**src/hw/acs_unused_placeholder_none.sv**
```systemverilog
// Spare design file, holds no logic

```
**src/hw/acs_pkg.sv**
```systemverilog
// Package for the calibration mode sequencer: register map, fields, types
package acs_pkg;

    // Register bus widths
    localparam int ACS_ADDR_W = 4;
    localparam int ACS_DATA_W = 32;
    localparam int ACS_WORD_W = 24;

    // Register indices on the plain register port
    localparam logic [3:0] ACS_REG_MODE = 4'h0;
    localparam logic [3:0] ACS_REG_DATA = 4'h1;
    localparam logic [3:0] ACS_REG_ZERO_COEF = 4'h2;
    localparam logic [3:0] ACS_REG_FULL_COEF = 4'h3;
    localparam logic [3:0] ACS_REG_STATUS = 4'h4;
    localparam logic [3:0] ACS_REG_MASK = 4'h5;
    localparam logic [3:0] ACS_REG_STATE = 4'h6;

    // Mode register fields: op_mode_bit2..0 and chan_sel_bit2..0
    localparam int ACS_OP_MODE_POS = 0;
    localparam int ACS_CHAN_SEL_POS = 4;

    // Operating mode codes handled here
    localparam logic [2:0] ACS_MODE_NORMAL = 3'h0;
    localparam logic [2:0] ACS_MODE_BG_CAL = 3'h5;
    localparam logic [2:0] ACS_MODE_ZS_SELF = 3'h6;
    localparam logic [2:0] ACS_MODE_FS_SELF = 3'h7;

    // Event bits of status and mask
    localparam int ACS_EV_WORD = 0;
    localparam int ACS_EV_CAL_DONE = 1;
    localparam int ACS_EV_BG_UPDATE = 2;
    localparam int ACS_EV_W = 3;

    // Counts
    localparam int ACS_BG_SLOTS = 6;
    localparam int ACS_CAL_SETTLE = 4;

    // Reset values
    localparam logic ACS_READY_N_RST = 1'b1;
    localparam logic [ACS_WORD_W-1:0] ACS_FULL_COEF_RST = 24'h800000;

    typedef enum logic [1:0] {ACS_SEQ_NORMAL, ACS_SEQ_BG, ACS_SEQ_CAL_MEAS, ACS_SEQ_CAL_CONV}
        acs_seq_e;

    typedef enum logic [1:0] {ACS_FE_SIGNAL, ACS_FE_SHORTED, ACS_FE_FULL_REF} acs_fe_sel_e;

    typedef struct packed {
        logic [ACS_ADDR_W-1:0] addr;
        logic [ACS_DATA_W-1:0] wdata;
        logic wr;
        logic rd;
    } acs_bus_req_s;

    typedef struct packed {
        acs_fe_sel_e sel;
        logic [2:0] chan;
        logic restart;
    } acs_fe_cmd_s;

    typedef struct packed {
        logic valid;
        logic [ACS_WORD_W-1:0] word;
    } acs_result_s;

    typedef struct packed {
        acs_seq_e seq;
        logic [2:0] op_mode;
        logic [2:0] chan_sel;
        logic [ACS_WORD_W-1:0] data;
        logic [ACS_WORD_W-1:0] zero_coef;
        logic [ACS_WORD_W-1:0] full_coef;
        logic result_ready_n;
        logic [ACS_EV_W-1:0] status;
        logic [ACS_EV_W-1:0] mask;
        logic irq;
        logic [ACS_DATA_W-1:0] rdata;
        acs_fe_cmd_s fe;
    } acs_state_s;

endpackage

```
**src/hw/acs_sequencer.sv**
```systemverilog
// Calibration mode sequencer of the converter with its register port
`timescale 1ns/1ns
// Overview of operation
// - Mode code 1,0,1 enters background calibration on the selected channel, converting on.
// - Background mode interleaves shorted-input zero-scale results so one word leaves per six.
// - Each interleaved zero-scale result updates the zero-scale coefficient by itself.
// - Mode code 1,1,0 runs one zero-scale self-calibration on shorted inputs.
// - Mode code 1,1,1 runs one full-scale self-calibration on the internal reference.
// - After a one-step calibration the mode bits clear to 0,0,0 by themselves.
// - Ready goes high at one-step calibration start and low only when a fresh word follows the end.
module acs_sequencer #(
    parameter int BG_SLOTS = acs_pkg::ACS_BG_SLOTS,
    parameter int CAL_SETTLE = acs_pkg::ACS_CAL_SETTLE
) (
    // Clock and reset
    input wire logic clk_sys,
    input wire logic resetn,
    // Register port
    input wire acs_pkg::acs_bus_req_s bus_req,
    output logic [acs_pkg::ACS_DATA_W-1:0] bus_rdata,
    // Filter results
    input wire acs_pkg::acs_result_s filt_res,
    // Front end control
    output acs_pkg::acs_fe_cmd_s fe_cmd,
    // Status pins
    output logic result_ready_n,
    output logic irq
);
    import acs_pkg::*;

    acs_state_s s;
    acs_state_s n;
    logic mode_wr_ok;
    logic cnt_clear;
    logic bg_last;
    logic cal_last;
    logic [ACS_EV_W-1:0] ev;
    logic [ACS_EV_W-1:0] w1c;
    logic [2:0] wr_mode;
    logic [2:0] wr_chan;
    logic one_step_busy;

    assign one_step_busy = (s.seq == ACS_SEQ_CAL_MEAS) || (s.seq == ACS_SEQ_CAL_CONV);
    assign wr_mode = bus_req.wdata[ACS_OP_MODE_POS +: 3];
    assign wr_chan = bus_req.wdata[ACS_CHAN_SEL_POS +: 3];
    assign mode_wr_ok = bus_req.wr && (bus_req.addr == ACS_REG_MODE) && !one_step_busy;
    assign cnt_clear = mode_wr_ok;

    // Slot counter for background interleave
    acs_result_count #(
        .N(BG_SLOTS)
    ) u_bg_slots (
        .clk_sys(clk_sys),
        .resetn(resetn),
        .clear(cnt_clear),
        .valid(filt_res.valid && (s.seq == ACS_SEQ_BG) && !mode_wr_ok),
        .last(bg_last)
    );

    // Settling counter for one-step calibration
    acs_result_count #(
        .N(CAL_SETTLE)
    ) u_cal_settle (
        .clk_sys(clk_sys),
        .resetn(resetn),
        .clear(cnt_clear),
        .valid(filt_res.valid && (s.seq == ACS_SEQ_CAL_MEAS)),
        .last(cal_last)
    );

    always_comb begin
        n = s;
        n.rdata = '0;
        n.fe.restart = 1'b0;
        ev = '0;
        w1c = '0;

        // Register reads, data one cycle later
        if (bus_req.rd) begin
            case (bus_req.addr)
                ACS_REG_MODE: begin
                    n.rdata[ACS_OP_MODE_POS +: 3] = s.op_mode;
                    n.rdata[ACS_CHAN_SEL_POS +: 3] = s.chan_sel;
                end
                ACS_REG_DATA: begin
                    n.rdata[ACS_WORD_W-1:0] = s.data;
                    n.result_ready_n = 1'b1;
                end
                ACS_REG_ZERO_COEF: n.rdata[ACS_WORD_W-1:0] = s.zero_coef;
                ACS_REG_FULL_COEF: n.rdata[ACS_WORD_W-1:0] = s.full_coef;
                ACS_REG_STATUS: n.rdata[ACS_EV_W-1:0] = s.status;
                ACS_REG_MASK: n.rdata[ACS_EV_W-1:0] = s.mask;
                ACS_REG_STATE: begin
                    n.rdata[0] = s.result_ready_n;
                    n.rdata[1] = one_step_busy;
                    n.rdata[3:2] = s.seq;
                end
                default: n.rdata = '0;
            endcase
        end

        // Register writes other than mode
        if (bus_req.wr) begin
            case (bus_req.addr)
                ACS_REG_ZERO_COEF: n.zero_coef = bus_req.wdata[ACS_WORD_W-1:0];
                ACS_REG_FULL_COEF: n.full_coef = bus_req.wdata[ACS_WORD_W-1:0];
                ACS_REG_STATUS: w1c = bus_req.wdata[ACS_EV_W-1:0];
                ACS_REG_MASK: n.mask = bus_req.wdata[ACS_EV_W-1:0];
                default: w1c = '0;
            endcase
        end

        if (mode_wr_ok) begin
            // Mode write restarts the sequence, pending results dropped
            n.op_mode = wr_mode;
            n.chan_sel = wr_chan;
            n.fe.chan = wr_chan;
            n.fe.restart = 1'b1;
            case (wr_mode)
                ACS_MODE_BG_CAL: begin
                    n.seq = ACS_SEQ_BG;
                    n.fe.sel = ACS_FE_SHORTED;
                end
                ACS_MODE_ZS_SELF: begin
                    n.seq = ACS_SEQ_CAL_MEAS;
                    n.fe.sel = ACS_FE_SHORTED;
                    n.result_ready_n = 1'b1;
                end
                ACS_MODE_FS_SELF: begin
                    n.seq = ACS_SEQ_CAL_MEAS;
                    n.fe.sel = ACS_FE_FULL_REF;
                    n.result_ready_n = 1'b1;
                end
                default: begin
                    n.seq = ACS_SEQ_NORMAL;
                    n.fe.sel = ACS_FE_SIGNAL;
                end
            endcase
        end else if (filt_res.valid) begin
            case (s.seq)
                ACS_SEQ_NORMAL: begin
                    n.data = filt_res.word - s.zero_coef;
                    n.result_ready_n = 1'b0;
                    ev[ACS_EV_WORD] = 1'b1;
                end
                ACS_SEQ_BG: begin
                    if (s.fe.sel == ACS_FE_SHORTED) begin
                        // Zero slot refreshes offset only
                        n.zero_coef = filt_res.word;
                        ev[ACS_EV_BG_UPDATE] = 1'b1;
                        n.fe.sel = ACS_FE_SIGNAL;
                        n.fe.restart = 1'b1;
                    end else if (bg_last) begin
                        // One word out per slot group
                        n.data = filt_res.word - s.zero_coef;
                        n.result_ready_n = 1'b0;
                        ev[ACS_EV_WORD] = 1'b1;
                        n.fe.sel = ACS_FE_SHORTED;
                        n.fe.restart = 1'b1;
                    end
                end
                ACS_SEQ_CAL_MEAS: begin
                    // Data register held meanwhile
                    if (cal_last) begin
                        if (s.op_mode == ACS_MODE_FS_SELF) begin
                            n.full_coef = filt_res.word;
                        end else begin
                            n.zero_coef = filt_res.word;
                        end
                        n.op_mode = ACS_MODE_NORMAL;
                        n.seq = ACS_SEQ_CAL_CONV;
                        n.fe.sel = ACS_FE_SIGNAL;
                        n.fe.restart = 1'b1;
                    end
                end
                ACS_SEQ_CAL_CONV: begin
                    // First fresh word after calibration ends
                    n.data = filt_res.word - s.zero_coef;
                    n.result_ready_n = 1'b0;
                    n.seq = ACS_SEQ_NORMAL;
                    ev[ACS_EV_WORD] = 1'b1;
                    ev[ACS_EV_CAL_DONE] = 1'b1;
                end
                default: n.seq = ACS_SEQ_NORMAL;
            endcase
        end

        // Sticky status, set wins over clear
        n.status = (s.status & ~w1c) | ev;
        n.irq = |(n.status & n.mask);
    end

    always_ff @(posedge clk_sys) begin
        if (!resetn) begin
            s <= '0;
            s.result_ready_n <= ACS_READY_N_RST;
            s.full_coef <= ACS_FULL_COEF_RST;
        end else begin
            s <= n;
        end
    end

    assign bus_rdata = s.rdata;
    assign fe_cmd = s.fe;
    assign result_ready_n = s.result_ready_n;
    assign irq = s.irq;
endmodule

```
**src/hw/acs_result_count.sv**
```systemverilog
// Counts filter results and flags the last one of a group
`timescale 1ns/1ns
module acs_result_count #(
    parameter int N = 6
) (
    // Clock and reset
    input wire logic clk_sys,
    input wire logic resetn,
    // Control
    input wire logic clear,
    input wire logic valid,
    output logic last
);
    localparam int CW = (N > 1) ? $clog2(N) : 1;
    localparam logic [CW-1:0] CNT_LAST = CW'(N - 1);

    logic [CW-1:0] cnt;
    logic [CW-1:0] next_cnt;

    assign last = valid && (cnt == CNT_LAST);

    always_comb begin
        next_cnt = cnt;
        if (clear) begin
            next_cnt = '0;
        end else if (last) begin
            next_cnt = '0;
        end else if (valid) begin
            next_cnt = cnt + CW'(1);
        end
    end

    always_ff @(posedge clk_sys) begin
        if (!resetn) begin
            cnt <= '0;
        end else begin
            cnt <= next_cnt;
        end
    end
endmodule

```
**config.mk**
```make
export PLATFORM = sky130hd
export DESIGN_NAME = acs_sequencer
export DESIGN_NICKNAME = d
export VERILOG_FILES = /design/src/hw/acs_unused_placeholder_none.sv /design/src/hw/acs_pkg.sv /design/src/hw/acs_sequencer.sv /design/src/hw/acs_result_count.sv
export SDC_FILE = /design/constraint.sdc
export NUM_CORES = 1
export LEC_CHECK = 0
export BUFFER_PORTS_ARGS = -buffer_cell sky130_fd_sc_hd__buf_2
export CAP_MARGIN = 30
export CORE_MARGIN = 3
export CORE_UTILIZATION = 58
export CTS_CLUSTER_SIZE = 16
export DETAILED_ROUTE_END_ITERATION = 12
export HOLD_SLACK_MARGIN = 0.12
export PLACE_DENSITY = 0.81
export SYNTH_ARGS = -nofsm -noshare
export SYNTH_HDL_FRONTEND = slang
export SYNTH_SLANG_ARGS = --single-unit
```
**constraint.sdc**
```tcl
create_clock -name clk_sys -period 2.9 [get_ports clk_sys]
set_clock_uncertainty 0.1 [all_clocks]
set_input_delay 0.58 -clock clk_sys [delete_from_list [all_inputs] [get_ports clk_sys]]
set_output_delay 0.58 -clock clk_sys [all_outputs]
set_load 0.02 [all_outputs]
```
# Yosys cells after proc, flatten, opt, wreduce, memory -nomap -nowiden
# Index checks and enable logic that the tools add are counted.
# W data, S select, Z words.
[totals]
register_bits = 128
input_bits = 65
[op_classes]
addsub = 3
n_eq_ne = 20
n_mux = 55
bitwise_logic = 6
reduce_logical = 29
[ops]
columns = ["op", "count"]
rows = [
  ["$mux W24", 8],
  ["$mux W48", 3],
  ["$pmux W24 S2", 2],
  ["$pmux W17 S3", 1],
  ["$mux W49", 1],
  ["$sub A24 B24 Y24", 1],
  ["$mux W3", 7],
  ["$pmux W3 S7", 1],
  ["$pmux W2 S2", 4],
  ["$eq A3 B3 Y1 const B", 5],
  ["$mux W1", 15],
  ["$mux W5", 3],
  ["$eq A4 B3 Y1 const B", 3],
  ["$pmux W3 S4", 1],
  ["$mux W2", 5],
  ["$reduce_or A3 Y1", 3],
  ["$eq A4 B2 Y1 const B", 2],
  ["$reduce_bool A2 Y1", 4],
  ["$logic_and A1 B1 Y1", 7],
  ["$and A3 B3 Y3", 2],
  ["$eq A2 B2 Y1 const B", 3],
  ["$pmux W1 S2", 3],
  ["$reduce_and A3 Y1", 2],
  ["$reduce_bool A3 Y1", 2],
  ["19 further kinds", 25],
]

# Logic depth before layout (Yosys ltp)
# Gate-level depths: netlist (run 1).
[logic_depth]
depth_word = 15
mapped_depth = 10
ltp_nobuf = 10

# By module
# Synthesis (run 1) repeated with hierarchy kept, for this count alone.
[hier_totals]
hier_cells = 890
area_unflattened_um2 = 7190.6
[by_module_without_submodules]
columns = ["mod", "instances", "cells_each", "area_each_um2", "seq_area_each_um2"]
rows = [
  ["acs_sequencer", 1, 863, 6912.9, 2302.2],
  ["acs_result_count at u_bg_slots", 1, 16, 170.2, 60.1],
  ["acs_result_count at u_cal_settle", 1, 11, 107.6, 40.0],
]

# Worst setup path before layout (run 1)
# Ideal clock, no wire load.
[synth_path]
path_kind = "input to register"
from = "in filt_res[0] in the netlist's numbering"
to = "reg s[116] in the netlist's numbering"
arrival_time_ns = 2.383
t_required_ns = 2.678
path_slack_ns = 0.295
cell_stages = 10
cell_sequence = "inv_1 -> ha_1 -> fa_1 -> nand2b_1 -> a21oi_1 -> o311ai_4 -> nand3_1 -> nand2_1 -> mux2i_1 -> a311o_1"
[synth_via]
elab_chain_cells = 4
[synth_rtl]
columns = ["item", "line", "text"]
rows = [
  ["start: declaration", "acs_sequencer.sv:22", "input wire acs_pkg::acs_result_s filt_res,"],
  ["$sub A24 B24 Y24 *", "acs_sequencer.sv:142, acs_sequencer.sv:155, acs_sequencer.sv:178", ""],
  ["$mux W24", "acs_sequencer.sv:153", "end else if (bg_last) begin"],
  ["$mux W24", "acs_sequencer.sv:147", "if (s.fe.sel == ACS_FE_SHORTED) begin"],
  ["$pmux W24 S2 *", "acs_sequencer.sv:140", "case (s.seq)"],
  ["end signal: assignment", "acs_sequencer.sv:199", "s <= n;"],
  ["end: declaration", "acs_sequencer.sv:31", "acs_state_s s;"],
]
# Mark *: on every way between the ends. The rest lies on a longest branch, timed or not. The select of a mux whose other input is x is not followed.
# A chain may end at the register's enable or synchronous reset.

# Worst setup path after layout (run 1)
[layout_path]
from = "reg s[124] in the netlist's numbering"
to = "reg s[109] in the netlist's numbering"
[layout_via]
elab_chain_cells = 9
elab_cells_between_ends = 18
[layout_rtl]
columns = ["item", "line", "text"]
rows = [
  ["$eq A2 B2 Y1, on equally long branches", "acs_sequencer.sv:43, acs_sequencer.sv:140", ""],
  ["$logic_or A1 B1 Y1", "acs_sequencer.sv:43", "assign one_step_busy = (s.seq == ACS_SEQ_CAL_MEAS) || (s.seq == ACS_SEQ_CAL_CONV);"],
  ["$logic_not A1 Y1", "acs_sequencer.sv:46", "assign mode_wr_ok = bus_req.wr && (bus_req.addr == ACS_REG_MODE) && !one_step_busy;"],
  ["$logic_and A1 B1 Y1", "acs_sequencer.sv:46", ""],
  ["$logic_not A1 Y1", "acs_sequencer.sv:56", ".valid(filt_res.valid && (s.seq == ACS_SEQ_BG) && !mode_wr_ok),"],
  ["$logic_and A1 B1 Y1", "acs_sequencer.sv:56", ""],
  ["$logic_and A1 B1 Y1", "acs_result_count.sv:20", "assign last = valid && (cnt == CNT_LAST);"],
  ["$ne A2 B2 Y1 (no line)", "--", ""],
  ["$reduce_and A5 Y1 (no line)", "--", ""],
]
# Several ways; a longest one is shown, not always the timed one.

==> results.tsv, run 1 <==
metric	value	unit
cts_max_path_buffers	2	
worstPathRequired	3.14	ns
timing.hold.ws	0.3233	ns
clock_sinks	120	
crit_path_frequent_cell	nand3_1	
min_path_type	in -> reg	
fin_setup_tns	0	ns
min_from	bus_req[8]	
drc_errors	0	
antenna_found_initial	0	
setup-violations-final	0	
dieArea	13570	µm²
drive_gt1_share	16.50	%
cts_setup_buffers	0	
tritoncts	built	
leakagePower	3.071	nW
grt_overflow	0	
reg2reg_to	s[109]$_SDFFE_PN0P_	
rsz0062_at_grt	no	
first_pass_iters	5	
cts_hold_buffers	0	
hold_violations	0	
grt_max_degree	54	
wl_per_cell	17.90	µm
powerDensity	544.3	nW/µm²
crit_type	reg -> reg	
io_buffers	88	
start_util	60.69	%
dp_slack	0.08550	ns
syn_avg_cell_area	7.562	µm²
p_int	3.245	mW
routed_via_density	6.129	
start_kind	flop	
h-tree-depth	4	
p_switching	1.097	mW
max-vdd-ir-drop	0.0004516	V
wirelength	20.24	mm
synth-warning-count	0	
area_growth	12.71	%
pwr-share-seq	39.7	%
num_rows	39	
r2r_setup_slack	0.30	ns
async_flop_share	0	%
path_clk_slew	0.05	ns
synth_cells	936	
dp_hpwl	14.09	mm
maxCapViolations	0	
yosysUniqueCellTypes	78	
crit_path_top_delay_cell	dfxtp_1	
ys_seq_area_share	33.94	%
power_frac_clock	48.2	%
grt_util_all_layers	30.96	%
crit_chain	ha_1, nand3_1, o21ai_1, nand3_1, buf_4, or3_1, o221ai_1	
design.core.area	11660	µm²
clk-insertion-delay-late	0.43	ns
min_period	2.599	ns
nets	1071	
path_max_fanout	12	
cts_inserted_buffers	17	
synthFlopType	dfxtp_1	
die_y	116.5	µm
maxSlewHeadroom	55.03	%
grt_pass1_vias	6205	
cts-root-buf	clkbuf_16	
num_io_pins	105	
nFillCells	1042	
antennaDiodeCount	0	
ant_nets	0	
status	completed	
drt_iter0_markers	826	
comb_power_share	12.1	%
r2r_start	s[124]$_SDFFE_PN0P_	
finalMaxSlewViolations	0	
cp.arrival	2.84	ns
via_count	6932	
synth_seq_cells	120	
switching_share	25.26	%
worst_slew_pin_slew	0.6746	ns
synth_edf_count	0	
total_power	4.342	mW
grt_pass1_wl	32.58	mm
cts_resized	0	
slowest_delay	0.48	ns
max_freq	384.7	MHz
place_congestion	0.9420	
whs_endpoint	fe_cmd[3]$_SDFFE_PN0P_	
holdPathStages	3	
fin_ws	0.3006	ns
rr_worst_depth	7	
cp-end-kind	flop	
min_period_over_period	89.64	%
netlist_area	7078	µm²
die_w	116.5	µm
-- how the worst max path moves through the flow --
stage	from	slack (ns)	endpoint
after floorplan	filt_res[0]	0.29	s[116]$_SDFFE_PN0P_
after global placement	filt_res[0]	0.1	s[116]$_SDFFE_PN0P_
after detailed placement	filt_res[0]	0.09	s[116]$_SDFFE_PN0P_
after CTS	s[124]$_SDFFE_PN0P_	0.38	s[109]$_SDFFE_PN0P_
after global routing	s[124]$_SDFFE_PN0P_	0.21	s[109]$_SDFFE_PN0P_
final	s[124]$_SDFFE_PN0P_	0.30	s[109]$_SDFFE_PN0P_
-- cells in the final DEF (no fill, tap or decap), types with 5 or more instances in the layout --
cell type / netlist / routed
a211oi_1: 9 / 9
a21o_1: 5 / 5
a21oi_1: 97 / 96
a22oi_1: 20 / 20
a311oi_1: 25 / 25
a31oi_1: 5 / 5
and2_1: 5 / 5
and3_1: 6 / 6
buf_2: 22 / 88
buf_4: 40 / 25
clkbuf_16: 0 / 17
conb_1: 1 / 8
dfxtp_1: 120 / 120
ha_1: 29 / 29
inv_1: 33 / 32
mux2i_1: 6 / 6
nand2_1: 150 / 150
nand2b_1: 7 / 7
nand3_1: 59 / 59
nand4_1: 11 / 11
nor2_1: 99 / 99
nor2b_1: 6 / 6
nor3_1: 13 / 13
nor4_1: 5 / 5
o21ai_0: 35 / 35
o21ai_1: 6 / 6
xnor2_1: 8 / 8
xor2_1: 6 / 6
-- per-stage QoR --
step,instance area [µm²],std cells,utilization (%)
after CTS,7978,1131,68.40
final,7978,1131,68.40
after floorplan,7104,943,-
after global routing,7978,1131,68.40
after detailed placement,7398,1100,63.44
after global placement,7398,1100,63.44
-- cell families (layout without fill, tap and decap cells) --
family | after synthesis | count (layout) | synth area share (%)
AND/OR/NAND/NOR | 381 | 381 | 24.25
AO/OA/AOI/OAI | 248 | 248 | 23.67
multiplexers | 8 | 8 | 1.326
adder cells (fa/ha/maj) | 30 | 30 | 5.409
XOR/XNOR | 14 | 14 | 1.732
flip-flops | 120 | 120 | 33.94
buffers and inverters | 134 | 179 | 9.617
other | 1 | 8 | 0.05298
-- layout make-up --
cell class | instances | area [µm²] | share of cell area (%)
repair buffers | 115 | 668.1 | 8.375
clock inverters | 9 | 125.1 | 1.568
inverters | 33 | 123.9 | 1.553
clock buffers | 22 | 454.2 | 5.693
well taps | 143 | 178.9 | 2.243
flip-flops and latches | 120 | 2402 | 30.11
multi-input cells | 689 | 4025 | 50.45
-- power by group through the flow --
stage	Combinational (mW)	Clock (mW)	Sequential (mW)
after detailed placement	0.510	0	1.75
final	0.527	2.09	1.72
after floorplan	0.359	0	1.75
after global placement	0.505	0	1.75
after CTS	0.515	2.11	1.72
after global routing	0.576	2.20	1.72
-- state kept, by name, indices dropped and copies added, names as in the netlist --
signal / count
result_ready_n: 1
u_cal_settle.cnt: 2
fe_cmd: 6
s: 83
bus_rdata: 24
irq: 1
u_bg_slots.cnt: 3
-- critical path, delay by kind of cell, from the launching register on --
family	cells	cell delay [ns]
buffers and inverters	1	0.34
DFF	1	0.48
and+or+nand+nor	3	0.88
AOI/OAI and AO/OA	2	0.31
adders and majority gates	1	0.40
-- per-layer routing --
layer | vias up | global-route usage (%) | share of wire, %
li1 | 3341 | - | -
met1 | 3181 | 45.06 | 46
met2 | 374 | 45.92 | 43
met3 | 36 | 7.150 | 10
met4 | 0 | 8.662 | 1.4
met5 | - | 0 | 0
-- synthesized netlist by cell type (all sizes together) (6+ instances only) --
| library cell | number | area (µm²) |
|---|---|---|
| o21ai | 41 | 205.2 |
| nand3 | 59 | 295.3 |
| nor2 | 100 | 377.9 |
| nor2b | 7 | 51.30 |
| dfxtp | 120 | 2402 |
| a211oi | 10 | 80.07 |
| xor2 | 6 | 52.55 |
| clkbuf | 34 | 127.6 |
| xnor2 | 8 | 70.07 |
| mux2i | 6 | 60.06 |
| a22oi | 20 | 150.1 |
| nor3 | 14 | 75.07 |
| nand2b | 7 | 43.79 |
| ha | 29 | 362.9 |
| a311oi | 25 | 219.0 |
| buf | 67 | 429.2 |
| nand2 | 150 | 563.0 |
| and3 | 6 | 37.54 |
| a21oi | 99 | 503.0 |
| inv | 33 | 123.9 |
| nand4 | 12 | 90.09 |
(Power assumes the default switching activity.)
==> inputs of run 2 (changes only) <==
--- a/config.mk
+++ b/config.mk
@@ -5,7 +5,7 @@
 export SDC_FILE = /design/constraint.sdc
 export NUM_CORES = 1
 export LEC_CHECK = 0
-export BUFFER_PORTS_ARGS = -buffer_cell sky130_fd_sc_hd__buf_2
+export BUFFER_PORTS_ARGS = -buffer_cell sky130_fd_sc_hd__buf_4
 export CAP_MARGIN = 30
 export CORE_MARGIN = 3
 export CORE_UTILIZATION = 58
==> run 2 against run 1 <==
  * Maximum frequency rose by 3.8%
  * Combinational power up 4.9%
  * Worst setup slack improved by 0.095 ns
  * Routed wire length grew 2.4%
  * Die area unchanged
  * Clock power up 21%
==> results.tsv, run 2 (synthesized netlist as in run 1, its figures left out) <==
metric	value	unit
first_pass_iters	5	
num_io_pins	105	
status	completed	
final_common_cell	nand2_1	
clk-insertion-delay-late	0.42	ns
path_delay_family	simple AND/OR/NAND/NOR gates	
die_w	116.5	µm
cts_inserted_buffers	17	
start_util	60.69	%
wl_met3	2.144	mm
die_y	116.5	µm
drive_gt1_share	17.14	%
clock_sinks	120	
slowest_delay	0.45	ns
crit_type	reg -> reg	
cp-endpoint	s[116]$_SDFFE_PN0P_	
io_buffers	88	
cts_setup_buffers	0	
r2r_setup_slack	0.40	ns
placed_cell_area	7641	µm²
design.core.area	11660	µm²
met2_wirelength	8.920	mm
max_flop_register	s	
grt_pass1_wl	32.85	mm
via_count	7064	
rsz0062_at_grt	no	
drc_errors	0	
max_freq	399.3	MHz
rr_worst_depth	10	
min_path_type	in -> reg	
finalMaxSlewViolations	0	
path_clk_slew	0.06	ns
min_period	2.505	ns
start_kind	flop	
grt_util_all_layers	31.04	%
min_period_over_period	86.36	%
crit_cells	10	
crit_path_top_delay_cell	dfxtp_1	
fin_util	71.54	%
dp_hpwl	14.33	mm
grt_overflow	0	
routed_via_density	6.224	
drt_iter0_markers	759	
crit_chain	inv_1, ha_1, nor2_1, nand4_4, nand2_1, nor2b_1, buf_4, nand4_1, mux2i_1, a311o_1	
cts_max_path_buffers	2	
area_growth	17.87	%
grt_pass1_vias	6444	
antennaDiodeCount	0	
nFillCells	989	
setup-violations-final	0	
path_max_fanout	10	
powerDensity	574.7	nW/µm²
wl_met1	9.075	mm
grt_max_degree	35	
reg2reg_to	s[116]$_SDFFE_PN0P_	
largest_reg_flops	83	
dp_slack	0.04011	ns
num_rows	39	
cts_hold_buffers	0	
final_cell_mix	150 x nand2_1, 120 x dfxtp_1, 116 x buf_4, 99 x nor2_1, 96 x a21oi_1	
cp.arrival	2.71	ns
dieArea	13570	µm²
cts-root-buf	clkbuf_16	
cts_resized	0	
worstPathRequired	3.11	ns
tritoncts	built	
wl_per_cell	18.26	µm
h-tree-depth	4	
wirelength	20.72	mm
r2r_start	s[124]$_SDFFE_PN0P_	
worst_slew_pin_slew	0.6123	ns
leakagePower	3.179	nW
max-vdd-ir-drop	0.0003613	V
critPathLaunch	s[124]$_SDFFE_PN0P_	
holdPathStages	3	
place_congestion	0.9703	
hold_violations	0	
maxCapViolations	0	
antenna_found_initial	0	
final_area	8343	µm²
maxSlewHeadroom	59.18	%
fin_setup_tns	0	ns
cp-end-kind	flop	
ant_nets	0	
worst-path-buf-inv	2	
fin_ws	0.3954	ns
nets	1074	
highest_layer	met4	
run 2: where the power goes:
group,switching (mW),internal [mW]
sequential,0.0268,1.69
combinational,0.340,0.213
clock,0.780,1.74
total,1.15,3.65
run 2: worst min path at each step:
stage	slack [ns]	start	to
after floorplan	0.33	s[97]$_SDFFE_PN0P_	s[97]$_SDFFE_PN0P_
after global placement	0.34	s[97]$_SDFFE_PN0P_	s[97]$_SDFFE_PN0P_
after detailed placement	0.34	s[97]$_SDFFE_PN0P_	s[97]$_SDFFE_PN0P_
after CTS	0.30	filt_res[10]	s[80]$_SDFF_PN0_
after global routing	0.32	filt_res[12]	s[82]$_SDFF_PN0_
final	0.31	filt_res[0]	s[70]$_SDFF_PN0_
run 2: cell type report:
cell class | instances | area [µm²] | area share [%]
timing repair buffer | 118 | 910.9 | 10.92
multi-input combinational | 689 | 4025 | 48.25
clock inverter | 12 | 245.2 | 2.939
clock buffer | 20 | 456.7 | 5.474
tap | 143 | 178.9 | 2.145
inverter | 33 | 123.9 | 1.485
sequential | 120 | 2402 | 28.79
run 2: worst register-to-register path: stages, from the launching register on:
cell and delay (ns):
dfxtp_1 0.45, inv_1 0.09, ha_1 0.24, nor2_1 0.28
nand4_4 0.23, nand2_1 0.22, nor2b_1 0.12, buf_4 0.17
nand4_1 0.10, mux2i_1 0.09, a311o_1 0.31
run 2: per-stage QoR:
stage,hold WS [ns],cells,power (mW)
2_1_floorplan,0.3268,943,2.107
3_3_place_gp,0.3374,1103,2.278
3_5_place_dp,0.3430,1103,2.287
4_1_cts,0.3026,1135,4.788
5_1_grt,0.3208,1135,4.937
6_report,0.3142,1135,4.795
run 2: metal layers:
| metal | global-route usage (%) | up-vias |
|---|---|---|
| met5 | 0 | - |
| met3 | 6.736 | 50 |
| met4 | 13.30 | 0 |
| met1 | 44.22 | 3261 |
| li1 | - | 3348 |
| met2 | 45.23 | 405 |
